===== src/oos_seq_map.svh =====
// register map, field layout, reset values and timing figures of the output sequencer
// assumes inclusion by bare name from the sequencer module
`ifndef OOS_SEQ_MAP_SVH
`define OOS_SEQ_MAP_SVH

// ----------------------------------------------------------------
// register addresses
// ----------------------------------------------------------------
`define OOS_ADDR_TRACK_CFG     8'h03
`define OOS_ADDR_ON_DELAY      8'h05
`define OOS_ADDR_OFF_DELAY     8'h06
`define OOS_ADDR_CUR_LIMIT     8'h08

// ----------------------------------------------------------------
// reset values
// ----------------------------------------------------------------
`define OOS_RST_TRACK_CFG      8'h08
`define OOS_RST_ON_DELAY       8'h00
`define OOS_RST_OFF_DELAY      8'h00
`define OOS_RST_CUR_LIMIT      8'h00

// ----------------------------------------------------------------
// field positions
// ----------------------------------------------------------------
`define OOS_TC_RISE_HI         6
`define OOS_TC_RISE_LO         4
`define OOS_TC_SLEW_EN         3
`define OOS_TC_FALL_HI         2
`define OOS_TC_FALL_LO         0
`define OOS_TC_IMPL_MASK       8'h7F
`define OOS_OFF_IMPL_MASK      8'h3F
`define OOS_CLS_DROOP_HI       3
`define OOS_CLS_DROOP_LO       0
`define OOS_DROOP_SHIFT        4

// ----------------------------------------------------------------
// timing: clock period and millisecond tick, in ns
// ----------------------------------------------------------------
`define OOS_CLK_PERIOD_NS      10
`define OOS_MS_TICK_NS         1000000

// time of one 12.5 mV step, in ns, for each slew code 0..7
`define OOS_STEP0_NS           125000
`define OOS_STEP1_NS           62500
`define OOS_STEP2_NS           25000
`define OOS_STEP3_NS           12500
`define OOS_STEP4_NS           6250
`define OOS_STEP5_NS           2500
`define OOS_STEP6_NS           1506
`define OOS_STEP7_NS           1506

`endif


===== src/oos_pkg.sv =====
// types shared by the output turn-on/turn-off sequencer
// assumes the map header sits in the same folder
package oos_pkg;

   // ----------------------------------------------------------------
   // sequencer states
   // ----------------------------------------------------------------
   typedef enum logic [2:0]
   {
      OOS_OFF,
      OOS_ON_WAIT,
      OOS_RAMP_UP,
      OOS_ON,
      OOS_OFF_HOLD,
      OOS_RAMP_DOWN
   } oos_state_e;

   typedef logic [8:0] oos_steps_t;   // voltage in 12.5 mV steps

endpackage : oos_pkg


===== src/oos_sequencer.sv =====
// output turn-on/turn-off sequencer of a digital point-of-load converter
// assumes register accesses and commands arrive on ref_clk_i from the serial-bus decoder
`timescale 1ns/1ns
`include "oos_seq_map.svh"

// Operation
// - turn-on waits programmed delay before ramping
// - turn-on delay 8 bits, one ms units
// - turn-off delay 6 bits, one ms units
// - turn-off delay bits 7:6 read zero
// - slewed turn-off delay ends at zero volts
// - unslewed turn-off delay ends opening both switches
// - hold time is delay minus ramp-down time
// - unslewed decay left to the load
// - load regulation lowers voltage as current rises
// - ramps move in 12.5 mV steps
module oos_sequencer
   import oos_pkg::*;
#(
   parameter int MS_TICK_CYCLES = `OOS_MS_TICK_NS / `OOS_CLK_PERIOD_NS,   // one ms
   parameter int STEP0_CYCLES   = `OOS_STEP0_NS / `OOS_CLK_PERIOD_NS,     // 0.1 V/ms step
   parameter int STEP1_CYCLES   = `OOS_STEP1_NS / `OOS_CLK_PERIOD_NS      // 0.2 V/ms step
)
(
   input  wire logic       ref_clk_i,        // device clock
   input  wire logic       rst_i,            // synchronous reset, high
   input  wire logic [7:0] reg_addr_i,       // register address
   input  wire logic       reg_wr_i,         // write strobe
   input  wire logic       reg_rd_i,         // read strobe
   input  wire logic [7:0] reg_wdata_i,      // write data
   output logic      [7:0] reg_rdata_o,      // read data, one cycle after strobe
   input  wire logic       turn_on_cmd_i,    // turn-on command pulse
   input  wire logic       turn_off_cmd_i,   // turn-off command pulse
   input  wire logic [8:0] target_steps_i,   // setpoint in 12.5 mV steps
   input  wire logic [7:0] iout_i,           // output current monitor
   output logic      [8:0] vout_ref_o,       // regulated reference, 12.5 mV steps
   output logic            stage_en_o        // high: switches driven, low: both open
);

   // ----------------------------------------------------------------
   // constants derived from the map
   // ----------------------------------------------------------------
   localparam logic [16:0] MS_LAST = 17'(MS_TICK_CYCLES - 1);   // last tick count
   localparam logic [25:0] MS_W    = 26'(MS_TICK_CYCLES);       // tick length, wide

   // step length lookup for a slew code
   function automatic logic [15:0] step_cycles(input logic [2:0] code);
      logic [15:0] c;
      c = 16'(`OOS_STEP7_NS / `OOS_CLK_PERIOD_NS);
      case (code)
         3'd0:    c = 16'(STEP0_CYCLES);
         3'd1:    c = 16'(STEP1_CYCLES);
         3'd2:    c = 16'(`OOS_STEP2_NS / `OOS_CLK_PERIOD_NS);
         3'd3:    c = 16'(`OOS_STEP3_NS / `OOS_CLK_PERIOD_NS);
         3'd4:    c = 16'(`OOS_STEP4_NS / `OOS_CLK_PERIOD_NS);
         3'd5:    c = 16'(`OOS_STEP5_NS / `OOS_CLK_PERIOD_NS);
         3'd6:    c = 16'(`OOS_STEP6_NS / `OOS_CLK_PERIOD_NS);
         default: c = 16'(`OOS_STEP7_NS / `OOS_CLK_PERIOD_NS);
      endcase
      return c;
   endfunction : step_cycles

   // ----------------------------------------------------------------
   // register file
   // ----------------------------------------------------------------
   logic [7:0] track_cfg_reg,         track_cfg_next;          // slew config
   logic [7:0] turn_on_delay_reg,     turn_on_delay_next;      // ms
   logic [7:0] turn_off_delay_reg,    turn_off_delay_next;     // ms, bits 5:0
   logic [7:0] current_limit_setpoint_reg, current_limit_setpoint_next;
   logic [7:0] rdata_reg,             rdata_next;              // read data

   // write decode and read mux
   always_comb
   begin
      track_cfg_next              = track_cfg_reg;
      turn_on_delay_next          = turn_on_delay_reg;
      turn_off_delay_next         = turn_off_delay_reg;
      current_limit_setpoint_next = current_limit_setpoint_reg;
      rdata_next                  = rdata_reg;
      if (reg_wr_i)   // host programs sequencing
      begin
         case (reg_addr_i)
            `OOS_ADDR_TRACK_CFG: track_cfg_next      = reg_wdata_i & `OOS_TC_IMPL_MASK;
            `OOS_ADDR_ON_DELAY:  turn_on_delay_next  = reg_wdata_i;
            `OOS_ADDR_OFF_DELAY: turn_off_delay_next = reg_wdata_i & `OOS_OFF_IMPL_MASK;
            `OOS_ADDR_CUR_LIMIT: current_limit_setpoint_next = reg_wdata_i;
            default:             ;   // unmapped write ignored
         endcase
      end
      if (reg_rd_i)
      begin
         case (reg_addr_i)
            `OOS_ADDR_TRACK_CFG: rdata_next = track_cfg_reg;
            `OOS_ADDR_ON_DELAY:  rdata_next = turn_on_delay_reg;
            `OOS_ADDR_OFF_DELAY: rdata_next = turn_off_delay_reg & `OOS_OFF_IMPL_MASK;
            `OOS_ADDR_CUR_LIMIT: rdata_next = current_limit_setpoint_reg;
            default:             rdata_next = 8'h00;   // unmapped reads zero
         endcase
      end
   end

   // register storage
   always_ff @(posedge ref_clk_i)
   begin
      if (rst_i)
      begin
         track_cfg_reg              <= `OOS_RST_TRACK_CFG;
         turn_on_delay_reg          <= `OOS_RST_ON_DELAY;
         turn_off_delay_reg         <= `OOS_RST_OFF_DELAY;
         current_limit_setpoint_reg <= `OOS_RST_CUR_LIMIT;
         rdata_reg                  <= 8'h00;
      end
      else
      begin
         track_cfg_reg              <= track_cfg_next;
         turn_on_delay_reg          <= turn_on_delay_next;
         turn_off_delay_reg         <= turn_off_delay_next;
         current_limit_setpoint_reg <= current_limit_setpoint_next;
         rdata_reg                  <= rdata_next;
      end
   end

   // ----------------------------------------------------------------
   // sequencer
   // ----------------------------------------------------------------
   oos_state_e  state_reg,   state_next;     // sequence state
   logic [16:0] tick_reg,    tick_next;      // cycles within current ms
   logic [7:0]  ms_left_reg, ms_left_next;   // whole ms remaining
   logic [15:0] step_reg,    step_next;      // cycles within current step
   oos_steps_t  vout_reg,    vout_next;      // unloaded reference
   logic        stage_reg,   stage_next;     // power stage enable

   logic        slew_en;                     // slew control enabled
   logic [15:0] rise_len;                    // rising step length
   logic [15:0] fall_len;                    // falling step length
   logic        ms_tick;                     // last cycle of a ms
   logic [25:0] remain_cyc;                  // cycles left in off delay
   logic [25:0] ramp_cyc;                    // cycles the ramp-down needs

   assign slew_en  = track_cfg_reg[`OOS_TC_SLEW_EN];
   assign rise_len = step_cycles(track_cfg_reg[`OOS_TC_RISE_HI:`OOS_TC_RISE_LO]);
   assign fall_len = step_cycles(track_cfg_reg[`OOS_TC_FALL_HI:`OOS_TC_FALL_LO]);
   assign ms_tick  = (tick_reg == MS_LAST);
   // time left in the delay, and ramp time = vout / falling slew
   // whole ms left count from the start of this ms, so the cycles already spent in this ms come off
   assign remain_cyc = 26'(ms_left_reg) * MS_W - 26'(tick_reg);
   assign ramp_cyc   = 26'(vout_reg) * 26'(fall_len);

   // next state and counters
   always_comb
   begin
      state_next   = state_reg;
      tick_next    = ms_tick ? 17'h0_0000 : tick_reg + 17'h0_0001;
      ms_left_next = (ms_tick && ms_left_reg != 8'h00) ? ms_left_reg - 8'h01 : ms_left_reg;
      step_next    = step_reg;
      vout_next    = vout_reg;
      stage_next   = stage_reg;
      if (turn_on_cmd_i)   // turn-on restarts the delay
      begin
         state_next   = OOS_ON_WAIT;
         tick_next    = 17'h0_0000;
         ms_left_next = turn_on_delay_reg;
      end
      else if (turn_off_cmd_i && state_reg != OOS_OFF)   // turn-off restarts
      begin
         state_next   = OOS_OFF_HOLD;
         tick_next    = 17'h0_0000;
         ms_left_next = turn_off_delay_reg & `OOS_OFF_IMPL_MASK;
      end
      else
      begin
         case (state_reg)
            OOS_OFF:
            begin
               vout_next  = 9'h000;
               stage_next = 1'b0;
            end
            OOS_ON_WAIT:   // output held until delay runs out
            begin
               if (ms_left_reg == 8'h00)
               begin
                  state_next = OOS_RAMP_UP;
                  stage_next = 1'b1;
                  step_next  = 16'h0000;
               end
            end
            OOS_RAMP_UP:
            begin
               if (!slew_en || vout_reg >= target_steps_i)
               begin
                  vout_next  = target_steps_i;
                  state_next = OOS_ON;
               end
               else if (step_reg >= rise_len - 16'h0001)
               begin
                  vout_next = vout_reg + 9'h001;   // one 12.5 mV step
                  step_next = 16'h0000;
               end
               else
                  step_next = step_reg + 16'h0001;
            end
            OOS_ON:
               vout_next = target_steps_i;   // follow setpoint
            OOS_OFF_HOLD:
            begin
               if (slew_en)
               begin
                  // hold ends when ramp just fits, or at once if host left no margin
                  if (remain_cyc <= ramp_cyc || ms_left_reg == 8'h00)
                  begin
                     state_next = OOS_RAMP_DOWN;
                     step_next  = 16'h0000;
                  end
               end
               else if (ms_left_reg == 8'h00)
               begin
                  // open both switches, decay left to the load
                  state_next = OOS_OFF;
                  stage_next = 1'b0;
                  vout_next  = 9'h000;   // no shaping
               end
            end
            OOS_RAMP_DOWN:
            begin
               if (vout_reg == 9'h000)   // delay ends at zero volts
               begin
                  state_next = OOS_OFF;
                  stage_next = 1'b0;
               end
               else if (step_reg >= fall_len - 16'h0001)
               begin
                  vout_next = vout_reg - 9'h001;   // one 12.5 mV step
                  step_next = 16'h0000;
               end
               else
                  step_next = step_reg + 16'h0001;
            end
            default:
            begin
               state_next = OOS_OFF;
               stage_next = 1'b0;
               vout_next  = 9'h000;
            end
         endcase
      end
   end

   // sequencer storage
   always_ff @(posedge ref_clk_i)
   begin
      if (rst_i)
      begin
         state_reg   <= OOS_OFF;
         tick_reg    <= 17'h0_0000;
         ms_left_reg <= 8'h00;
         step_reg    <= 16'h0000;
         vout_reg    <= 9'h000;
         stage_reg   <= 1'b0;
      end
      else
      begin
         state_reg   <= state_next;
         tick_reg    <= tick_next;
         ms_left_reg <= ms_left_next;
         step_reg    <= step_next;
         vout_reg    <= vout_next;
         stage_reg   <= stage_next;
      end
   end

   // ----------------------------------------------------------------
   // load-line positioning
   // ----------------------------------------------------------------
   logic [8:0]  ref_reg, ref_next;   // registered regulated reference
   logic [11:0] droop;               // drop in steps
   logic [3:0]  droop_gain;          // gain from current-limit setpoint

   assign droop_gain = current_limit_setpoint_reg[`OOS_CLS_DROOP_HI:`OOS_CLS_DROOP_LO];
   assign droop      = 12'((12'(iout_i) * 12'(droop_gain)) >> `OOS_DROOP_SHIFT);

   // reference falls as current rises, floor at zero
   always_comb
   begin
      ref_next = (12'(vout_reg) > droop) ? 9'(12'(vout_reg) - droop) : 9'h000;
   end

   // reference storage
   always_ff @(posedge ref_clk_i)
   begin
      if (rst_i)
         ref_reg <= 9'h000;
      else
         ref_reg <= ref_next;
   end

   assign reg_rdata_o = rdata_reg;
   assign vout_ref_o  = ref_reg;
   assign stage_en_o  = stage_reg;

   // ----------------------------------------------------------------
   // assertions
   // ----------------------------------------------------------------
   a_on_restart: assert property (@(posedge ref_clk_i) disable iff (rst_i)
      turn_on_cmd_i |=> state_reg == OOS_ON_WAIT && tick_reg == 17'h0_0000
                        && ms_left_reg == $past(turn_on_delay_reg))
      else $error("turn-on did not restart delay");

   a_wait_no_ramp: assert property (@(posedge ref_clk_i) disable iff (rst_i)
      state_reg == OOS_ON_WAIT && ms_left_reg != 8'h00 && !turn_on_cmd_i && !turn_off_cmd_i
         |=> state_reg == OOS_ON_WAIT)
      else $error("ramp began before delay ended");

   a_off_read_zero: assert property (@(posedge ref_clk_i) disable iff (rst_i)
      reg_rd_i && reg_addr_i == `OOS_ADDR_OFF_DELAY |=> reg_rdata_o[7:6] == 2'b00)
      else $error("unimplemented off delay bits read nonzero");

   a_off_delay_load: assert property (@(posedge ref_clk_i) disable iff (rst_i)
      turn_off_cmd_i && !turn_on_cmd_i && state_reg != OOS_OFF
         |=> ms_left_reg == ($past(turn_off_delay_reg) & `OOS_OFF_IMPL_MASK))
      else $error("off delay loaded wrongly");

   a_nosc_open: assert property (@(posedge ref_clk_i) disable iff (rst_i)
      state_reg == OOS_OFF_HOLD && !slew_en && ms_left_reg == 8'h00
      && !turn_on_cmd_i && !turn_off_cmd_i |=> !stage_en_o && state_reg == OOS_OFF)
      else $error("switches not opened at end of delay");

   a_ramp_step: assert property (@(posedge ref_clk_i) disable iff (rst_i)
      state_reg == OOS_RAMP_DOWN && $past(state_reg) == OOS_RAMP_DOWN && vout_reg != $past(vout_reg)
         |-> vout_reg == $past(vout_reg) - 9'h001)
      else $error("ramp step not one unit");

   a_down_end: assert property (@(posedge ref_clk_i) disable iff (rst_i)
      state_reg == OOS_RAMP_DOWN && vout_reg == 9'h000 && !turn_on_cmd_i && !turn_off_cmd_i
         |=> state_reg == OOS_OFF ##1 !stage_en_o)
      else $error("ramp-down did not end at zero");

   a_stage_zero: assert property (@(posedge ref_clk_i) disable iff (rst_i)
      !stage_reg && state_reg == OOS_OFF |-> vout_reg == 9'h000)
      else $error("reference driven with switches open");

   a_droop_slope: assert property (@(posedge ref_clk_i) disable iff (rst_i)
      $stable(vout_reg) && $stable(current_limit_setpoint_reg) && iout_i > $past(iout_i)
         |=> vout_ref_o <= $past(vout_ref_o))
      else $error("reference rose with current");

endmodule : oos_sequencer


===== config.mk =====
export PLATFORM = sky130hd
export DESIGN_NAME = oos_sequencer
export DESIGN_NICKNAME = d
export VERILOG_FILES = /design/src/oos_pkg.sv /design/src/oos_sequencer.sv
export VERILOG_INCLUDE_DIRS = /design/src
export SDC_FILE = /design/constraint.sdc
export NUM_CORES = 1
export LEC_CHECK = 0
export BUFFER_PORTS_ARGS = -buffer_cell sky130_fd_sc_hd__buf_2
export CAP_MARGIN = 20
export CORE_MARGIN = 2
export CORE_UTILIZATION = 60
export CTS_CLUSTER_SIZE = 40
export DETAILED_ROUTE_END_ITERATION = 12
export HOLD_SLACK_MARGIN = 0.1
export MAX_ROUTING_LAYER = met4
export PLACE_DENSITY = 0.78
export SYNTH_ARGS = -nofsm -noshare
export SYNTH_HDL_FRONTEND = slang
export SYNTH_SLANG_ARGS = --single-unit

===== constraint.sdc =====
create_clock -name ref_clk_i -period 14 [get_ports ref_clk_i]
set_input_delay 0.7 -clock ref_clk_i [delete_from_list [all_inputs] [get_ports ref_clk_i]]
set_output_delay 0.7 -clock ref_clk_i [all_outputs]
set_load 0.05 [all_outputs]

==> results.ini, run 1 <==
[status]
outcome=complete, no violations

[die]
start_util_pct=60.7
coreArea_sq_um=23300
die_y_microns=157
dieWidth_microns=157
ios=57
rows=56
die_area_sq_um=24800

[timing]
finClkSkew_ns=0.0192
max_freq_mhz=104
period_minus_slack_ns=9.65
rsz0062_at_grt=no
finalWorstSetupSlack_ns=4.35
tightestPinTransition_ns=1.07
period_share_pct=68.9
hold_viol_final=0
setup_viol=0
final-max-slew-violation-count=0
timing.setup.tns_ns=0
relSlewSlack_pct=28.4

[yosys]
synthTopCellsByArea=ha_1, fa_1, dfxtp_1
ys_top_cells_by_count=inv_1, ha_1, nand2_1
synthCells=1772
syn-num-nets=2129
avgSynthCellArea_sq_um=7.97
ys_async_sr_fraction_pct=0
yosysSeqAreaShare_pct=14.2
synth_top_area_cell=ha_1
ys_warn_count=0
synth_top_area_share_pct=18.5
synth_edf_count=0
synth_cell_types=75
syn_area_sq_um=14100
synth.ff_latch_count=100
synth_most_common_cell=inv_1
synthFlopType=dfxtp_1

[power_and_ir_drop]
cellPowerDensity_nw_per_um2=76.7
ir_drop_mv=0.0825
p_leak_nw=7.27

[clock_tree]
cts.reportedPaths.clkPinSlew_ns=0.10
root_buffer=clkbuf_16
clock_sinks=100
cts_tree=built
post_cts_resized=0
worstSkewPairLatency_ns=0.37
cts_setup_buffers=0
ctsHoldBuffers=0
htree_levels=3
cts_buffers=9
cts_buffer_depth=2

[finish]
layout.nets=2140
synthToLayoutAreaGrowth_pct=5.86
final_util_pct=64.3
diodes=0
largest_reg_flops=17
fin_cells=2107
drive_gt1_share_pct=6.15

[drt]
dr.first_iter.drc_count=987
wl_per_cell_microns=16.3
drc=0
ant_nets=0
viasPerCell=5.90
wirelength_microns=34400
vias=12424
dr.pass1.iters=5

[worst_setup_path]
critical_path_buf_inv_count=3
worstSetupEndpointType=register
crit_slowest_cell=a21oi_1
worstPathRequired_ns=14.27
cp_top_family=compound AO/OA/AOI/OAI gates
critPathArrivalTime_ns=9.92
cp_slowest_stage_delay_ns=0.66
worst-path-max-fanout=11
r2r_setup_slack_ns=4.35
cp-start-kind=register
cp_common_cell=a21oi_1
worstSetupPathType=reg2reg

[placed_design]
placedCellCount=2090
place_ws_ns=4.51
port_buffers=56
place.gp.congestion=0.915
dp_hpwl_microns=27400

[global_routing]
grt_pass1_vias=11624
grt_overflow=0
grt_max_degree=82
grt_pass1_wl_microns=56600
antenna_found_initial=0
track_usage_pct=29.1

[flow_run]
drv_cap=0

[hold_path]
hold_path_class=reg2reg

[kinds of logic after synthesis]
kind of cell | synth area share, %
multiplexers | 1.13
buffers and inverters | 8.42
adder cells (fa/ha/maj) | 34.0
AND/OR/NAND/NOR | 20.7
flip-flops | 14.2
AO/OA/AOI/OAI | 16.1
XOR/XNOR | 5.52
[layer usage]
layer  vias to the layer above  global-route usage [%]  share of wire [%]
li1                       6025                       -                  -
met1                      5914                    39.2                 45
met2                       407                    46.2                 47
met3                        78                    4.02                6.1
met4                         0                    7.45                2.2
met5                         -                       -                  0
[worst paths after layout]
check,depth (start not counted),to,from
setup / recovery,30,step_reg[12]$_SDFFE_PP0P_,track_cfg_reg[0]$_SDFFE_PP0P_
hold / removal,2,current_limit_setpoint_reg[7]$_SDFFE_PP0P_,current_limit_setpoint_reg[7]$_SDFFE_PP0P_
setup reg to reg,30,step_reg[12]$_SDFFE_PP0P_,track_cfg_reg[0]$_SDFFE_PP0P_
hold reg to reg,2,current_limit_setpoint_reg[7]$_SDFFE_PP0P_,current_limit_setpoint_reg[7]$_SDFFE_PP0P_
[worst register-to-register path, delay by kind of cell, from the launching register on]
family / cells / cell delay, ns
flip-flops: 1 / 0.52
adder cells (fa/ha/maj): 6 / 2.75
XOR/XNOR: 1 / 0.19
buffers and inverters: 3 / 0.23
AO/OA/AOI/OAI: 14 / 3.84
AND/OR/NAND/NOR: 6 / 2.05
[power breakdown]
group	switching [W]	total, W	internal, W
Sequential	0.00000949	0.000297	0.000288
Combinational	0.000328	0.000581	0.000252
Clock	0.000139	0.000269	0.000129
Total	0.000477	0.00115	0.000670
[metrics by stage]
stage               total power [W]  hold slack (ns)  cell area (sq um)
floorplan                  0.000757            0.436              14100
global placement           0.000856            0.444              14600
detailed placement         0.000876            0.451              14600
CTS                         0.00115            0.463              14900
global route                0.00124            0.486              15000
finish                      0.00115            0.461              15000
[final cells by class]
class                   instances  area (sq um)
multi-input cells            1357         10900
fillers                      2007          8310
flip-flops and latches        100          2000
inverters                     248           931
well taps                     319           399
repair buffers                 67           360
clock buffers                   9           225
clock inverters                 7          86.3
[cell usage in the layout (no fill, tap or decap), drive strengths merged, types with 12 or more instances in the layout]
master / synthesis / final
o21ai: 39 / 39
a21oi: 112 / 112
mux2i: 16 / 16
a22oi: 14 / 14
ha: 209 / 209
nor2b: 12 / 12
xor2: 34 / 34
nor3: 33 / 33
buf: 7 / 66
fa: 109 / 109
and2: 64 / 64
inv: 247 / 251
a21o: 31 / 31
nor2: 139 / 139
nand3: 53 / 53
dfxtp: 100 / 100
or3: 16 / 16
a211oi: 32 / 32
nand2b: 19 / 19
nand4: 19 / 19
nand2: 181 / 181
and3: 26 / 26
xnor2: 55 / 55
(Power assumes the default switching activity.)
==> inputs of run 2 (changes only) <==
- clock period: 14 -> 9.6 ns (I/O delays scaled with it)
==> run 2 against run 1 <==
  * Clock power grew 43%
  * Non-clock buffer count grew 2
  * Clock skew shrank 0.0046 ns
  * Critical path type unchanged
  * Largest power group unchanged
  * Highest routed layer unchanged
==> results.ini, run 2 (synthesis gave the netlist of run 1 again) <==
[finish]
layout_commonest_cell=inv_1
drive_gt1_share_pct=6.31
layout.nets=2142
diodes=0
final_cell_mix=inv_1, ha_1, nand2_1
synthToLayoutAreaGrowth_pct=6.01
multi_input_area_sq_um=11000
ff_latch_area_sq_um=2000
fillers=2032
largest_reg_flops=17

[timing]
setup_viol=0
period_minus_slack_ns=9.20
hold_viol_final=0
tightestPinTransition_ns=1.06
rsz0062_at_grt=no
relSlewSlack_pct=28.9
max_freq_mhz=109
finClkSkew_ns=0.0146
period_share_pct=95.8
final-max-slew-violation-count=0
timing.setup.tns_ns=0

[drt]
wirelength_microns=35000
drc=0
wl_per_cell_microns=16.6
vias=12488
dr.first_iter.drc_count=1195
dr.pass1.iters=5
viasPerCell=5.92
ant_nets=0

[worst_setup_path]
worstSetupEndpointType=register
cp-start-kind=register
worstPathRequired_ns=9.86
cp_common_cell=a21oi_1
critPathArrivalTime_ns=9.46
r2r.worst_path.cells=31
worst-path-max-fanout=11
cp_slowest_stage_delay_ns=0.66
crit_slowest_cell=a21oi_1
worstSetupPathType=reg2reg

[clock_tree]
htree_levels=3
cts_buffers=9
cts.reportedPaths.clkPinSlew_ns=0.09
clock_sinks=100
cts_buffer_depth=2
cts_tree=built
root_buffer=clkbuf_16
cts_setup_buffers=0
worstSkewPairLatency_ns=0.37

[die]
coreArea_sq_um=23300
rows=56
die_y_microns=157
ios=57
dieWidth_microns=157
start_util_pct=60.7
die_area_sq_um=24800

[placed_design]
dp_hpwl_microns=27700
place.gp.congestion=0.952
port_buffers=56

[global_routing]
grt_overflow=0
grt_pass1_vias=11744
track_usage_pct=29.5
grt_max_degree=82
grt_pass1_wl_microns=57200
antenna_found_initial=0

[hold_path]
hold_path_class=in2reg
hold_depth=3

[power_and_ir_drop]
total_power_w=0.00169
ir_drop_mv=0.110
cellPowerDensity_nw_per_um2=113
p_leak_nw=7.27

[status]
outcome=complete, no violations

[flow_run]
drv_cap=0

run 2: changes by cell type in the layout (fill, tap and decap cells not counted), sizes merged:
cell,change
clkinvlp,+1
buf,+2
clkinv,+2
inv,-3
run 2: path summary, 6_finish.rpt:
| path | startpoint | endpoint | slack (ns) |
|---|---|---|---|
| setup / recovery | track_cfg_reg[0]$_SDFFE_PP0P_ | step_reg[11]$_SDFFE_PP0P_ | 0.40 |
| hold / removal | reg_wdata_i[7] | current_limit_setpoint_reg[7]$_SDFFE_PP0P_ | 0.37 |
| setup reg to reg | track_cfg_reg[0]$_SDFFE_PP0P_ | step_reg[11]$_SDFFE_PP0P_ | 0.40 |
| hold reg to reg | current_limit_setpoint_reg[5]$_SDFFE_PP0P_ | current_limit_setpoint_reg[5]$_SDFFE_PP0P_ | 0.46 |
run 2: repair_timing:
action / in CTS / in global routing
hold endpoints to repair: 0 / 0
resized for setup: 0 / 1
hold buffers: 0 / 0
endpoints found under the setup margin: 0 / 4
run 2: critical path, delay by kind of cell, from the launching register on:
family	cells	cell delay, ns
buf+inv	4	0.43
compound gates	15	3.96
flops	1	0.53
xor+xnor	1	0.21
simple gates	5	1.27
fa+ha+maj	6	2.68
run 2: through the flow:
stage	util, %	std cells	setup slack (ns)	cell area [sq um]	hold WS [ns]
4_1_cts	64.3	2107	0.628	15000	0.372
2_1_floorplan	-	1772	1.75	14100	0.436
3_5_place_dp	63.0	2091	0.691	14600	0.450
3_3_place_gp	63.0	2091	1.00	14600	0.444
6_report	64.4	2109	0.401	15000	0.372
5_1_grt	64.4	2109	0.0917	15000	0.395
run 2: power by group:
| part | total, W | leakage (nW) | internal (W) | switching, W |
|---|---|---|---|---|
| Combinational | 0.000869 | 6.32 | 0.000373 | 0.000496 |
| Sequential | 0.000434 | 0.808 | 0.000420 | 0.0000146 |
| Clock | 0.000384 | 0.146 | 0.000186 | 0.000198 |
| Total | 0.00169 | 7.27 | 0.000978 | 0.000709 |
run 2: final cells by class:
class,instances,area share (%)
Multi-Input combinational cell,1357,73.1
Timing Repair Buffer,69,2.53
Clock inverter,7,0.568
Inverter,248,6.22
Tap cell,319,2.67
Clock buffer,9,1.50
Sequential cell,100,13.4
run 2: metal layers:
layer  global-route usage, %  part of all wire, %  vias to the layer above
met2                    48.2                   47                      450
met3                    3.25                  6.2                       63
met1                    39.0                   44                     5937
li1                        -                    -                     6038
met5                       -                    0                        -
met4                    7.92                  2.2                        0
